--- config.mk ---
export PLATFORM = sky130hd
export DESIGN_NAME = gfd_gauge_flat
export DESIGN_NICKNAME = d
export VERILOG_FILES = /design/src/rtl/gfd_pkg.sv /design/src/rtl/gfd_link_if.sv /design/src/rtl/gfd_seg_mux.sv /design/src/rtl/gfd_gauge.sv /design/src/flat_wrapper.sv
export VERILOG_INCLUDE_DIRS = /design/src /design/src/rtl
export SDC_FILE = /design/constraint.sdc
export NUM_CORES = 1
export LEC_CHECK = 0
export ABC_AREA = 1
export BUFFER_PORTS_ARGS = -buffer_cell sky130_fd_sc_hd__buf_2
export CAP_MARGIN = 30
export CORE_ASPECT_RATIO = 0.9
export CORE_MARGIN = 5
export CORE_UTILIZATION = 25
export DETAILED_ROUTE_END_ITERATION = 8
export GPL_TIMING_DRIVEN = 0
export PLACE_DENSITY = 0.43
export SYNTH_ARGS = -nofsm -noshare
export SYNTH_HDL_FRONTEND = slang
export SYNTH_SLANG_ARGS = --single-unit
--- constraint.sdc ---
create_clock -name mclk_in -period 5.9 [get_ports mclk_in]
set_input_delay 0.885 -clock mclk_in [delete_from_list [all_inputs] [get_ports mclk_in]]
set_output_delay 0.885 -clock mclk_in [all_outputs]
set_load 0.02 [all_outputs]
--- src/rtl/gfd_map.svh ---
// Register offsets, field positions, reset values and timing counts
`ifndef GFD_MAP_SVH
`define GFD_MAP_SVH
`define GFD_ADDR_W          8
`define GFD_DATA_W          8
`define GFD_OFS_MEAS_FULL   8'h05
`define GFD_OFS_SEC_FLAGS   8'h06
`define GFD_OFS_OVR         8'h0A
`define GFD_OFS_RESET       8'h39
`define GFD_RESET_GO        8'h80
`define GFD_LMD_CLEAR       8'h00
`define GFD_BIT_CR          7
`define GFD_BIT_OVERLOAD_FLAG        0
`define GFD_BIT_DR_HI       6
`define GFD_BIT_DR_LO       4
`define GFD_BIT_OCE         0
`define GFD_BIT_OVR_MSB     7
`define GFD_CLK_HZ          50000000
`define GFD_SHOW_MS         4000
`define GFD_SHOW_CYC        ((`GFD_CLK_HZ / 1000) * `GFD_SHOW_MS)
`define GFD_PULSE_MS        25
`define GFD_PULSE_CYC       ((`GFD_CLK_HZ / 1000) * `GFD_PULSE_MS)
`define GFD_MUX_HZ          320
`define GFD_MUX_CYC         (`GFD_CLK_HZ / `GFD_MUX_HZ)
`define GFD_MUX_ON_PCT      30
`define GFD_MUX_ON_CYC      ((`GFD_MUX_CYC * `GFD_MUX_ON_PCT) / 100)
`define GFD_BLINK_HZ        4
`define GFD_BLINK_HALF_CYC  (`GFD_CLK_HZ / (2 * `GFD_BLINK_HZ))
`define GFD_CR_MIN_CPS      2
`define GFD_CR_WIN_CYC      `GFD_CLK_HZ
`define GFD_SENSE_10MV      16'd10000
`define GFD_SENSE_20MV      16'd20000
`define GFD_SENSE_40MV      16'd40000
`define GFD_SENSE_60MV      16'd60000
`define GFD_SENSE_2MV       16'd2000
`define GFD_LOW_PCT         10
`endif

--- src/rtl/gfd_pkg.sv ---
// Types shared by both ends of the gauge link
package gfd_pkg;
  typedef logic [7:0] gfd_byte_t;
  typedef enum logic [2:0]
  {
    GFD_H_IDLE  = 3'b001,
    GFD_H_CLEAR = 3'b010,
    GFD_H_KICK  = 3'b100
  } gfd_hstate_e;
endpackage

--- src/rtl/gfd_link_if.sv ---
// Register link between host and gauge
`timescale 1ns/10ps
interface gfd_link_if;
  logic [7:0] addr;
  logic [7:0] wdata;
  logic       wr;
  logic       rd;
  logic [7:0] rdata;
  modport dev
  (
    input  addr,
    input  wdata,
    input  wr,
    input  rd,
    output rdata
  );
  modport host
  (
    output addr,
    output wdata,
    output wr,
    output rd,
    input  rdata
  );
endinterface

--- src/rtl/gfd_seg_mux.sv ---
// Two-bank segment modulator with low-battery blink
`timescale 1ns/10ps
`include "gfd_map.svh"
module gfd_seg_mux
  import gfd_pkg::*;
(
  input  wire logic       mclk_in,
  input  wire logic       rst_b_in,
  input  wire logic [4:0] bar_in,
  input  wire logic       blink_in,
  output logic      [4:0] seg_out,
  output logic            com_out
);
  logic [17:0] mux_cnt_q;
  logic [22:0] blink_cnt_q;
  logic        blink_ph_q;
  wire         mux_wrap = mux_cnt_q == 18'(`GFD_MUX_CYC - 1);
  wire         half     = mux_cnt_q >= 18'(`GFD_MUX_CYC / 2);
  wire         bank_on  = mux_cnt_q < 18'(`GFD_MUX_ON_CYC)
                       || (half && (mux_cnt_q - 18'(`GFD_MUX_CYC / 2))
                           < 18'(`GFD_MUX_ON_CYC));
  wire  [4:0]  bar_b    = {bar_in[4:1], bar_in[0] & ~(blink_in & blink_ph_q)};
  wire  [4:0]  bank_a   = bar_b & 5'h15;
  wire  [4:0]  bank_b   = bar_b & 5'h0A;
  wire  [4:0]  seg_d    = bank_on ? (half ? bank_b : bank_a) : 5'h00;
  ////////////////////////////////////////////////////////////////////////////
  always_ff @(posedge mclk_in or negedge rst_b_in)
    if (!rst_b_in)
    begin
      mux_cnt_q   <= 18'h0;
      blink_cnt_q <= 23'h0;
      blink_ph_q  <= 1'b0;
      seg_out     <= 5'h00;
      com_out     <= 1'b0;
    end
    else
    begin
      mux_cnt_q   <= mux_wrap ? 18'h0 : mux_cnt_q + 18'h1;
      blink_cnt_q <= (blink_cnt_q == 23'(`GFD_BLINK_HALF_CYC - 1)) ? 23'h0
                     : blink_cnt_q + 23'h1;
      if (blink_cnt_q == 23'(`GFD_BLINK_HALF_CYC - 1))
        blink_ph_q <= ~blink_ph_q;
      seg_out     <= seg_d;
      com_out     <= |seg_d;
    end
endmodule

--- src/rtl/gfd_gauge.sv ---
// Gauge end: secondary flags, segment override, reset, LED display
//
// Functional notes
// - Read-only secondary flags at 06h
// - Charge start sets charge-rate flag
// - Charge-rate flag holds at >=2 counts/s
// - Charge-rate flag exported for fast/trickle efficiency select
// - Discharge band in bits 6-4
// - Overload flag bit 0 above 60 mV
// - Write-only override register 0Ah, bit0 enable
// - Override bits 5-1 drive segments 5-1
// - Host sets MSB on every override write
// - Override enable cleared by write or reset
// - Host clears 05h, then writes 80h to 39h
// - Host sets only reset register MSB
// - Reset loads full count, clears valid-discharge flag, sets replaced
// - Each segment is 20% of full count
// - Temperature scales display, not stored count
// - Show pin high off; floating shows on activity
// - Floating also shows after 20mV 25ms pulse
// - Show pin low lights segments 4 seconds
// - Two banks at 320Hz, 30% each
// - Segment one blinks 4Hz when low
// - Overload suppresses end-of-discharge detection
//
// Strobed register access was chosen for this implementation.
`timescale 1ns/10ps
`include "gfd_map.svh"
module gfd_gauge
  import gfd_pkg::*;
(
  input  wire logic        mclk_in,
  input  wire logic        rst_b_in,
  gfd_link_if.dev          link,
  input  wire logic [15:0] sense_uv_in,
  input  wire logic        charging_in,
  input  wire logic        charge_count_in,
  input  wire logic        vsb_low_in,
  input  wire logic [7:0]  programmed_full_in,
  input  wire logic [7:0]  avail_in,
  input  wire logic        avail_load_in,
  input  wire logic [1:0]  temp_band_in,
  input  wire logic        show_low_in,
  input  wire logic        show_float_in,
  input  wire logic        capacity_select_pin_four_low_in,
  output logic      [4:0]  led_bar_outputs_out,
  output logic             led_common_output_out,
  output logic             charge_rate_flag_out,
  output logic             end_of_discharge_flag_out,
  output logic      [7:0]  measured_full_out,
  output logic      [7:0]  available_charge_out,
  output logic             valid_discharge_flag_out,
  output logic             battery_replaced_flag_out
);
  ////////////////////////////////////////////////////////////////////////////
  // Pin synchronisers
  logic [1:0] low_s_q;
  logic [1:0] flt_s_q;
  logic [1:0] p4_s_q;
  logic [1:0] vsb_s_q;
  wire        show_low = low_s_q[1];
  wire        show_flt = flt_s_q[1];
  logic        cr_q;
  logic        chg_prev_q;
  logic [25:0] cr_win_q;
  logic [1:0]  cr_cnt_q;
  logic        ovr_en_q;
  logic [4:0]  ovr_bits_q;
  logic [7:0]  lmd_q;
  logic [7:0]  nac_q;
  logic        vdq_q;
  logic        brp_q;
  logic        edv_q;
  logic        soft_rst_q;
  logic        rst_seen_q;
  logic        lmd_cleared_q;
  logic [7:0]  rdata_q;
  logic [27:0] show_cnt_q;
  logic [20:0] pulse_cnt_q;
  logic [4:0]  bar_q;
  logic        blink_q;
  logic [4:0]  mux_seg;
  logic        mux_com;
  ////////////////////////////////////////////////////////////////////////////
  // Decode and combinational values
  function automatic logic [2:0] dr_band(input logic [15:0] uv);
    if (uv > `GFD_SENSE_60MV)      dr_band = 3'h4;
    else if (uv > `GFD_SENSE_40MV) dr_band = 3'h3;
    else if (uv > `GFD_SENSE_20MV) dr_band = 3'h2;
    else if (uv > `GFD_SENSE_10MV) dr_band = 3'h1;
    else                           dr_band = 3'h0;
  endfunction
  wire        overload_flag      = !charging_in && sense_uv_in > `GFD_SENSE_60MV;
  wire  [2:0] band      = charging_in ? 3'h0 : dr_band(sense_uv_in);
  wire  [7:0] flags2    = {cr_q, band, 3'h0, overload_flag};
  wire        wr_lmd    = link.wr && link.addr == `GFD_OFS_MEAS_FULL;
  wire        wr_ovr    = link.wr && link.addr == `GFD_OFS_OVR;
  wire        wr_rst    = link.wr && link.addr == `GFD_OFS_RESET;
  wire        rst_go    = wr_rst && link.wdata == `GFD_RESET_GO
                          && !rst_seen_q && lmd_cleared_q;
  wire        chg_start = charging_in && !chg_prev_q;
  wire        cr_wrap   = cr_win_q == 26'(`GFD_CR_WIN_CYC - 1);
  // Temperature scaling on a copy only; stored count untouched
  wire  [9:0] adj_nac   = (temp_band_in == 2'h0) ? {nac_q, 2'h0}
                          : (temp_band_in == 2'h1) ? ({2'h0, nac_q} * 10'd3)
                          : {1'b0, nac_q, 1'b0};
  wire [12:0] fifth     = {5'h00, programmed_full_in};
  wire [12:0] adj5      = {3'h0, adj_nac} * 13'd5;
  wire  [2:0] segs      = (adj5 >= fifth * 13'd20) ? 3'd5
                        : (adj5 >= fifth * 13'd16) ? 3'd4
                        : (adj5 >= fifth * 13'd12) ? 3'd3
                        : (adj5 >= fifth * 13'd8)  ? 3'd2
                        : (adj5 >= fifth * 13'd4)  ? 3'd1
                        : 3'd0;
  wire  [4:0] bar_lvl   = 5'((6'h01 << segs) - 6'h01);
  wire        active    = !charging_in ? sense_uv_in > `GFD_SENSE_2MV
                                       : charge_count_in;
  wire        show_on   = show_cnt_q != 28'h0
                          || (show_flt && (active || pulse_cnt_q == 21'(
                              `GFD_PULSE_CYC)));
  wire        low_bat   = edv_q || (16'(nac_q) * 16'd100
                          < 16'(programmed_full_in) * 16'(`GFD_LOW_PCT));
  wire  [4:0] bar_d     = ovr_en_q ? ovr_bits_q
                          : (show_on ? bar_lvl : 5'h00);
  ////////////////////////////////////////////////////////////////////////////
  always_ff @(posedge mclk_in or negedge rst_b_in)
    if (!rst_b_in)
    begin
      low_s_q <= 2'h0;
      flt_s_q <= 2'h0;
      p4_s_q  <= 2'h0;
      vsb_s_q <= 2'h0;
    end
    else
    begin
      low_s_q <= {low_s_q[0], show_low_in};
      flt_s_q <= {flt_s_q[0], show_float_in};
      p4_s_q  <= {p4_s_q[0], capacity_select_pin_four_low_in};
      vsb_s_q <= {vsb_s_q[0], vsb_low_in};
    end
  // Charge-rate flag: one-second window counts charge ticks
  always_ff @(posedge mclk_in or negedge rst_b_in)
    if (!rst_b_in)
    begin
      cr_q       <= 1'b0;
      chg_prev_q <= 1'b0;
      cr_win_q   <= 26'h0;
      cr_cnt_q   <= 2'h0;
    end
    else
    begin
      chg_prev_q <= charging_in;
      cr_win_q   <= (cr_wrap || chg_start) ? 26'h0 : cr_win_q + 26'h1;
      if (chg_start || cr_wrap)
        cr_cnt_q <= 2'h0;
      else if (charge_count_in && cr_cnt_q != 2'h3)
        cr_cnt_q <= cr_cnt_q + 2'h1;
      if (chg_start)
        cr_q <= 1'b1;
      else if (!charging_in || (cr_wrap && cr_cnt_q < 2'(`GFD_CR_MIN_CPS)))
        cr_q <= 1'b0;
    end
  // Registers, software reset
  always_ff @(posedge mclk_in or negedge rst_b_in)
    if (!rst_b_in)
    begin
      ovr_en_q      <= 1'b0;
      ovr_bits_q    <= 5'h00;
      lmd_q         <= 8'h00;
      nac_q         <= 8'h00;
      vdq_q         <= 1'b0;
      brp_q         <= 1'b1;
      edv_q         <= 1'b0;
      soft_rst_q    <= 1'b1;
      rst_seen_q    <= 1'b0;
      lmd_cleared_q <= 1'b0;
      rdata_q       <= 8'h00;
    end
    else
    begin
      rdata_q    <= (link.rd && link.addr == `GFD_OFS_SEC_FLAGS) ? flags2
                    : 8'h00;
      soft_rst_q <= rst_go;
      if (wr_rst)
        rst_seen_q <= link.wdata[`GFD_BIT_OVR_MSB];
      if (wr_lmd)
        lmd_cleared_q <= link.wdata == `GFD_LMD_CLEAR;
      if (soft_rst_q)
      begin
        lmd_q    <= programmed_full_in;
        nac_q    <= p4_s_q[1] ? programmed_full_in : 8'h00;
        vdq_q    <= 1'b0;
        ovr_en_q <= 1'b0;
        brp_q    <= 1'b1;
        lmd_cleared_q <= 1'b0;
      end
      else
      begin
        if (wr_ovr)
        begin
          ovr_en_q   <= link.wdata[`GFD_BIT_OCE];
          ovr_bits_q <= link.wdata[5:1];
        end
        if (wr_lmd)
          lmd_q <= link.wdata;
        if (avail_load_in)
          nac_q <= avail_in;
        if (avail_load_in && !charging_in && nac_q == lmd_q)
          vdq_q <= 1'b1;
        if ((avail_load_in && charging_in && avail_in == lmd_q)
            || (vsb_s_q[1] && !overload_flag && !edv_q))
          brp_q <= 1'b0;
      end
      if (charging_in && charge_count_in)
        edv_q <= 1'b0;
      else if (vsb_s_q[1] && !overload_flag)
        edv_q <= 1'b1;
    end
  // Display timers
  always_ff @(posedge mclk_in or negedge rst_b_in)
    if (!rst_b_in)
    begin
      show_cnt_q  <= 28'h0;
      pulse_cnt_q <= 21'h0;
      bar_q       <= 5'h00;
      blink_q     <= 1'b0;
    end
    else
    begin
      if (show_low && show_cnt_q == 28'h0)
        show_cnt_q <= 28'(`GFD_SHOW_CYC);
      else if (show_cnt_q != 28'h0 && !show_low)
        show_cnt_q <= show_cnt_q - 28'h1;
      if (charging_in || sense_uv_in <= `GFD_SENSE_20MV)
        pulse_cnt_q <= 21'h0;
      else if (pulse_cnt_q != 21'(`GFD_PULSE_CYC))
        pulse_cnt_q <= pulse_cnt_q + 21'h1;
      bar_q   <= show_flt || show_low || show_cnt_q != 28'h0 || ovr_en_q
                 ? bar_d : 5'h00;
      blink_q <= low_bat && !ovr_en_q;
    end
  assign link.rdata = rdata_q;
  ////////////////////////////////////////////////////////////////////////////
  // Efficiency select lives outside; flag exported for it
  gfd_seg_mux u_mux
  (
    .mclk_in  (mclk_in),
    .rst_b_in (rst_b_in),
    .bar_in   (bar_q),
    .blink_in (blink_q),
    .seg_out  (mux_seg),
    .com_out  (mux_com)
  );
  always_ff @(posedge mclk_in or negedge rst_b_in)
    if (!rst_b_in)
    begin
      charge_rate_flag_out      <= 1'b0;
      end_of_discharge_flag_out <= 1'b0;
      measured_full_out         <= 8'h00;
      available_charge_out      <= 8'h00;
      valid_discharge_flag_out  <= 1'b0;
      battery_replaced_flag_out <= 1'b1;
      led_bar_outputs_out       <= 5'h00;
      led_common_output_out     <= 1'b0;
    end
    else
    begin
      charge_rate_flag_out      <= cr_q;
      end_of_discharge_flag_out <= edv_q;
      measured_full_out         <= lmd_q;
      available_charge_out      <= nac_q;
      valid_discharge_flag_out  <= vdq_q;
      battery_replaced_flag_out <= brp_q;
      led_bar_outputs_out       <= ovr_en_q ? ovr_bits_q : mux_seg;
      led_common_output_out     <= ovr_en_q ? |ovr_bits_q : mux_com;
    end
endmodule

--- src/flat_wrapper.sv ---
// flat-port wrapper written by rule: the top's interface ports become plain ports
module gfd_gauge_flat import gfd_pkg::*;
  (mclk_in, rst_b_in, sense_uv_in, charging_in, charge_count_in, vsb_low_in, programmed_full_in, avail_in, avail_load_in, temp_band_in, show_low_in, show_float_in, capacity_select_pin_four_low_in, led_bar_outputs_out, led_common_output_out, charge_rate_flag_out, end_of_discharge_flag_out, measured_full_out, available_charge_out, valid_discharge_flag_out, battery_replaced_flag_out, link_addr, link_wdata, link_wr, link_rd, link_rdata);
  gfd_link_if link_i ();
  input  wire logic mclk_in;
  input  wire logic rst_b_in;
  input  wire logic [15:0] sense_uv_in;
  input  wire logic charging_in;
  input  wire logic charge_count_in;
  input  wire logic vsb_low_in;
  input  wire logic [7:0] programmed_full_in;
  input  wire logic [7:0] avail_in;
  input  wire logic avail_load_in;
  input  wire logic [1:0] temp_band_in;
  input  wire logic show_low_in;
  input  wire logic show_float_in;
  input  wire logic capacity_select_pin_four_low_in;
  output logic      [4:0] led_bar_outputs_out;
  output logic led_common_output_out;
  output logic charge_rate_flag_out;
  output logic end_of_discharge_flag_out;
  output logic      [7:0] measured_full_out;
  output logic      [7:0] available_charge_out;
  output logic valid_discharge_flag_out;
  output logic battery_replaced_flag_out;
  input wire logic [$bits(link_i.addr)-1:0] link_addr;
  input wire logic [$bits(link_i.wdata)-1:0] link_wdata;
  input wire logic [$bits(link_i.wr)-1:0] link_wr;
  input wire logic [$bits(link_i.rd)-1:0] link_rd;
  output wire logic [$bits(link_i.rdata)-1:0] link_rdata;
  assign link_i.addr = link_addr;
  assign link_i.wdata = link_wdata;
  assign link_i.wr = link_wr;
  assign link_i.rd = link_rd;
  assign link_rdata = link_i.rdata;
  gfd_gauge u_core (.mclk_in(mclk_in), .rst_b_in(rst_b_in), .link(link_i), .sense_uv_in(sense_uv_in), .charging_in(charging_in), .charge_count_in(charge_count_in), .vsb_low_in(vsb_low_in), .programmed_full_in(programmed_full_in), .avail_in(avail_in), .avail_load_in(avail_load_in), .temp_band_in(temp_band_in), .show_low_in(show_low_in), .show_float_in(show_float_in), .capacity_select_pin_four_low_in(capacity_select_pin_four_low_in), .led_bar_outputs_out(led_bar_outputs_out), .led_common_output_out(led_common_output_out), .charge_rate_flag_out(charge_rate_flag_out), .end_of_discharge_flag_out(end_of_discharge_flag_out), .measured_full_out(measured_full_out), .available_charge_out(available_charge_out), .valid_discharge_flag_out(valid_discharge_flag_out), .battery_replaced_flag_out(battery_replaced_flag_out));
endmodule
## Word level (Yosys, flattened, before mapping)

Index checks and enable logic that the tools add are counted.

- Register bits after elaboration: 203
- Output and inout port bits: 34

- Add/subtract/negate cells: 8
- Shift-type cells: 1
- Order comparisons: 16
- $mul: 6
- Bitwise operators: 5
- Equality and inequality tests: 14
- Reductions and logical operators: 58
- Multiplexer cells: 47

Operators by type and width:

| kind | count |
|---|---|
| $mux W28 | 2 |
| $mux W8 | 6 |
| $mux W21 | 2 |
| $lt A18 B16 Y1 const B | 2 |
| $gt A16 B16 Y1 const B | 2 |
| $mux W5 | 6 |
| $logic_not A28 Y1 | 1 |
| $reduce_bool A28 Y1 | 1 |
| $sub A28 B1 Y28 const B | 1 |
| $add A26 B1 Y26 const B | 1 |
| $eq A26 B26 Y1 const B | 1 |
| $ge A13 B13 Y1 | 2 |
| $mux W26 | 1 |
| $mux W3 | 8 |
| $add A23 B1 Y23 const B | 1 |
| $eq A23 B23 Y1 const B | 1 |
| $logic_and A1 B1 Y1 | 23 |
| $mux W23 | 1 |
| $mul A8 B3 Y11 const B | 2 |
| $add A21 B1 Y21 const B | 1 |
| $eq A21 B21 Y1 const B | 1 |
| $ne A21 B21 Y1 const B | 1 |
| $mul A8 B2 Y10 const B | 2 |
| $mux W10 | 2 |
| other kinds (37) | 84 |

## Logic depth before layout (Yosys ltp)

- Word-level depth: 15
- Mapped depth: 36
- Mapped depth without buffers: 36

## Hierarchy

A second synthesis with hierarchy kept.

- Cells, all modules: 1830
- Area, all modules: 14099.8 um^2

Modules (own cells, without submodules):

| module | area each (um^2) | times used | cells each |
|---|---|---|---|
| gfd_gauge | 10782.8 | 1 | 1352 |
| gfd_seg_mux | 3316.9 | 1 | 478 |

## Least setup slack after synthesis

Ideal clock, no wire load.

- Kind: register to register
- Start point: register u_core.nac_q[2]
- End point: register u_core.bar_q[2]
- Data required time: 5782 ps
- Stages on the path, launching flop included: 35
- Data arrival time: 4673 ps
- Buffers on the path: 0
- Setup time: 118 ps
- Path slack: 1109 ps
- Path through: dfrtp_1 ha_1 inv_1 fa_1 nand2_1 nand2_1 o21bai_1 nand2_1 nor2_1 o21ai_0 xor2_1 a21oi_1 ha_1 ha_1 inv_1 o21bai_1 a21oi_1 o21ai_0 a21oi_1 xor2_1 inv_1 ha_1 nand2_1 nor2_1 a211oi_1 o211ai_1 nor2_1 nand4_1 inv_1 o211ai_1 ha_1 inv_1 nand2_1 nand3_1 nand2_1

- Cells in the longest elaborated chain, start to end: 15
- Elaborated cells between the ends (all ways): 19
- Those cells by class: 1 x add/sub; 2 x mul; 5 x order compare; 1 x shift; 10 x mux

RTL lines:

| element | line | RTL |
|---|---|---|
| from (decl) | gfd_gauge.sv:70 | `logic [7:0] nac_q;` |
| from (signal assigned) | gfd_gauge.sv:191 | `nac_q <= p4_s_q[1] ? programmed_full_in : 8'h00;` |
| from (signal assigned) | gfd_gauge.sv:207 | `nac_q <= avail_in;` |
| $mul A8 B2 Y10 | gfd_gauge.sv:105 | `: (temp_band_in == 2'h1) ? ({2'h0, nac_q} * 10'd3)` |
| $mux W10 | gfd_gauge.sv:105 |  |
| $mux W10 (*) | gfd_gauge.sv:104 | `wire [9:0] adj_nac = (temp_band_in == 2'h0) ? {nac_q, 2'h0}` |
| $mul A10 B3 Y13 (*) | gfd_gauge.sv:108 | `wire [12:0] adj5 = {3'h0, adj_nac} * 13'd5;` |
| $ge A13 B10 Y1 | gfd_gauge.sv:113 | `: (adj5 >= fifth * 13'd4) ? 3'd1` |
| $mux W1 | gfd_gauge.sv:113 |  |
| $mux W3 | gfd_gauge.sv:112 | `: (adj5 >= fifth * 13'd8) ? 3'd2` |
| $mux W3 | gfd_gauge.sv:111 | `: (adj5 >= fifth * 13'd12) ? 3'd3` |
| $mux W3 | gfd_gauge.sv:110 | `: (adj5 >= fifth * 13'd16) ? 3'd4` |
| $mux W3 (*) | gfd_gauge.sv:109 | `wire [2:0] segs = (adj5 >= fifth * 13'd20) ? 3'd5` |
| $shl A1 B3 Y5 (*) | gfd_gauge.sv:115 | `wire [4:0] bar_lvl = 5'((6'h01 << segs) - 6'h01);` |
| $sub A5 B1 Y5 (*) | gfd_gauge.sv:115 |  |
| $mux W5 (*) | gfd_gauge.sv:124 | `: (show_on ? bar_lvl : 5'h00);` |
| $mux W5 (*) | gfd_gauge.sv:123 | `wire [4:0] bar_d = ovr_en_q ? ovr_bits_q` |
| $mux W5 (*) | gfd_gauge.sv:239 | `? bar_d : 5'h00;` |
| to (signal assigned) | gfd_gauge.sv:238 | `bar_q <= show_flt \|\| show_low \|\| show_cnt_q != 28'h0 \|\| ovr_en_q` |
| to (decl) | gfd_gauge.sv:80 | `logic [4:0] bar_q;` |

Mark *: on every way between the ends. The rest lies on a longest branch, timed or not.
A chain may end at the register's enable or synchronous reset.

## Worst setup path in the final report

- Start point: register u_core.nac_q[1]
- End point: register u_core.bar_q[1]

Same word-level chain as after synthesis.

==> flow_metrics.tcl <==
set metrics [dict create \
    status "finished, final reports clean" \
    postSynthAreaPerCell_um2 7.86 \
    die_h_um 230 \
    synth_area_mm2 0.0134 \
    grt_pass1_vias 11212 \
    nets 2047 \
    io_buffers 91 \
    yosysWarnings 0 \
    yosysTopAreaCell "dfrtp_1" \
    worst_pin_slew_ps 720 \
    setup_tns_ps 0 \
    coreArea_mm2 0.0531 \
    synth_cell_types 61 \
    path_clk_slew_ps 70 \
    cts_sinks 199 \
    first_pass_iters 5 \
    synthArstFlopShare 1.00 \
    antenna_found_initial 3 \
    grtUsageTotal 0.133 \
    cts_buffer_depth 2 \
    synth_edf_count 0 \
    r2r_cells 29 \
    crit_path_top_delay_cell "dfrtp_2" \
    synth.top_cells.by_area "dfrtp_1 37%, ha_1 12%, nand2_1 8.1%" \
    cts_tree "done" \
    grt_setup_unrepaired "false" \
    critPathCaptureType "flip-flop" \
    cp-startpoint "u_core.nac_q[1]$_DFFE_PN0P_" \
    num-fill-cells 5723 \
    period_minus_slack_ps 5420 \
    yosysSeqAreaShare 0.371 \
    endpoint "u_core.bar_q[1]$_DFF_PN0_" \
    arrival_ps 5820 \
    via_per_inst 4.61 \
    place.gp.congestion 0.880 \
    rr_startpoint "u_core.nac_q[1]$_DFFE_PN0P_" \
    drive_gt1_frac 0.116 \
    io-pin-count 95 \
    clock_skew_ps 11.5 \
    drt.antenna.violating_nets 0 \
    synthFlopType "dfrtp_1" \
    cp.required_ps 6290 \
    drv_slew 0 \
    fmax_ghz 0.184 \
    synth_top_area_frac 0.366 \
    drt-total-wl_um 38200 \
    grt_overflow 0 \
    irDropWorstVdd_mv 0.166 \
    start_util 0.253 \
    leakagePower_nw 7.63 \
    cp-start-kind "flip-flop" \
    routedWlPerCell_um 14.9 \
    critPathMaxFanout 6 \
    timing.final.hold_violations 0 \
    cpPeakStageDelay_ps 470 \
    timing.rr.end "u_core.bar_q[1]$_DFF_PN0_" \
    hold_buffers 0 \
    first_iter_violations 747 \
    syn_to_final_growth_pct 16.6 \
    place_hpwl_um 29800 \
    final_util 0.295 \
    via_count 11779 \
    r2r_slack_ps 480 \
    power_density_mw_per_mm2 283 \
    ys_ff_latch 199 \
    finalCritPeriodShare 0.919 \
    clkLatencyLatePin_ps 470 \
    drc 0 \
    cts_made_buffers 17 \
    setup_viol_count_final 0 \
    htree_levels 4 \
    syn_inst 1708 \
    min_path_type "flip-flop to flip-flop" \
    relSlewSlack 0.520 \
    fp.dieW_um 254 \
    crit_top_cell "ha_1" \
    root_buffer "clkbuf_16" \
    worstHoldPathCells 0 \
    power_mw 4.43 \
    path_class "flip-flop to flip-flop" \
    grt_pass1_wl_um 61600 \
    maxCapViolCount 0 \
    grt_max_degree 116 \
    rows 80 \
    fp.dieArea_mm2 0.0584 \
]
[kinds of logic (layout without fill, tap and decap cells)]
| logic type | count (synthesis) | after routing | share of synthesized area |
|---|---|---|---|
| adder cells (fa/ha/maj) | 143 | 143 | 0.140 |
| AO/OA/AOI/OAI | 317 | 317 | 0.135 |
| XOR/XNOR | 49 | 49 | 0.0320 |
| other | 1 | 4 | 0.000279 |
| buffers and inverters | 295 | 441 | 0.0851 |
| flip-flops | 199 | 199 | 0.371 |
| AND/OR/NAND/NOR | 704 | 704 | 0.236 |
[flip-flops by register name, indices dropped and copies added, names as in the netlist, 2 cells and up]
signal and count:
u_core.u_mux.mux_cnt_q 18, u_core.cr_cnt_q 2, u_core.bar_q 5, u_core.link.rdata 4, u_core.cr_win_q 26, u_core.ovr_bits_q 5, u_core.available_charge_out 8, u_core.lmd_q 8
u_core.pulse_cnt_q 21, u_core.p4_s_q 2, u_core.u_mux.seg_out 5, u_core.u_mux.blink_cnt_q 23, u_core.led_bar_outputs_out 5, u_core.vsb_s_q 2, u_core.measured_full_out 8, u_core.show_cnt_q 28
u_core.low_s_q 2, u_core.flt_s_q 2, u_core.nac_q 8
[synth_stat cells, types with 6 or more instances]
| library cell | number |
|---|---|
| fa_1 | 12 |
| inv_1 | 272 |
| o21bai_1 | 6 |
| dfrtp_1 | 196 |
| clkbuf_1 | 11 |
| o21a_1 | 6 |
| nand4_1 | 35 |
| nand3_1 | 73 |
| xnor2_1 | 14 |
| nor2_2 | 6 |
| nor2_1 | 184 |
| o221ai_1 | 11 |
| a21oi_1 | 127 |
| ha_1 | 131 |
| o21ai_0 | 107 |
| o211ai_1 | 15 |
| nand2_1 | 289 |
| nor3_2 | 9 |
| o22ai_1 | 9 |
| xor2_1 | 35 |
| nor3_1 | 50 |
| nor4_1 | 28 |
[power breakdown]
part	leakage, nW	total, mW	switching (mW)	internal, mW
clock	0.292	1.25	0.585	0.669
combinational	4.82	1.60	0.964	0.635
sequential	2.53	1.57	0.0940	1.48
[cells in the final DEF, fill, tap and decap left out, drive strengths merged, types with 5 or more instances in the layout]
cell type	count
o221ai	11
o31ai	5
o21ai	110
nand4	37
nor2	190
ha	131
nand3	75
nand2	293
o21bai	6
a21oi	128
clkbuf	33
o211ai	15
or2	6
nor4	29
fa	12
o22ai	9
xor2	35
inv	278
buf	122
dfrtp	196
xnor2	14
o21a	6
nor3	60
[area by class of cell]
| class | instances | area, µm² | share of cell area |
|---|---|---|---|
| Sequential cell | 199 | 4990 | 0.319 |
| Antenna cell | 1 | 2.50 | 0.000160 |
| Clock buffer | 22 | 474 | 0.0303 |
| Multi-Input combinational cell | 1216 | 7360 | 0.470 |
| Inverter | 276 | 1040 | 0.0664 |
| Clock inverter | 10 | 138 | 0.00879 |
| Timing Repair Buffer | 114 | 671 | 0.0428 |
| Buffer | 19 | 106 | 0.00680 |
| Tap cell | 697 | 872 | 0.0557 |
[worst min path at each step]
stage,from,slack [ps],end
after global routing,u_core.vsb_s_q[0]$_DFF_PN0_,360,u_core.vsb_s_q[1]$_DFF_PN0_
after floorplan,u_core.flt_s_q[0]$_DFF_PN0_,330,u_core.flt_s_q[1]$_DFF_PN0_
final,u_core.p4_s_q[0]$_DFF_PN0_,350,u_core.p4_s_q[1]$_DFF_PN0_
after CTS,u_core.p4_s_q[0]$_DFF_PN0_,350,u_core.p4_s_q[1]$_DFF_PN0_
after global placement,u_core.vsb_s_q[0]$_DFF_PN0_,330,u_core.vsb_s_q[1]$_DFF_PN0_
after detailed placement,u_core.p4_s_q[0]$_DFF_PN0_,340,u_core.p4_s_q[1]$_DFF_PN0_
[per-stage QoR]
stage / cells / cell area (µm²) / hold WS (ps) / setup slack [ps]
6_report: 2554 / 15700 / 353 / 477
5_1_grt: 2553 / 15600 / 360 / 8.98
3_3_place_gp: 2498 / 14800 / 335 / -157
3_5_place_dp: 2499 / 14800 / 337 / -194
4_1_cts: 2531 / 15400 / 355 / 8.95
2_1_floorplan: 1710 / 13400 / 331 / 1110
[worst max-delay path: cells and delay by family (launching register included)]
family	cells	cell delay, ps
adder cells (fa/ha/maj)	7	2040
AND/OR/NAND/NOR	9	1170
AO/OA/AOI/OAI	8	1060
buffers and inverters	4	480
flip-flops	1	470
XOR/XNOR	1	140
[what timing repair did]
action                                 in CTS  in global routing
pin swaps                                   0                  5
buffers inserted                            0                 22
resized for setup                           5                 15
endpoints found under the hold margin       0                  0
setup endpoints to repair                   2                  4
[layer usage]
metal	vias up	part of all wire	GRT usage
li1	5984	-	-
met1	5550	0.51	0.197
met2	211	0.43	0.195
met3	32	0.045	0.0267
met4	2	0.017	0.0364
met5	-	0.00034	0
(Power assumes the default switching activity.)
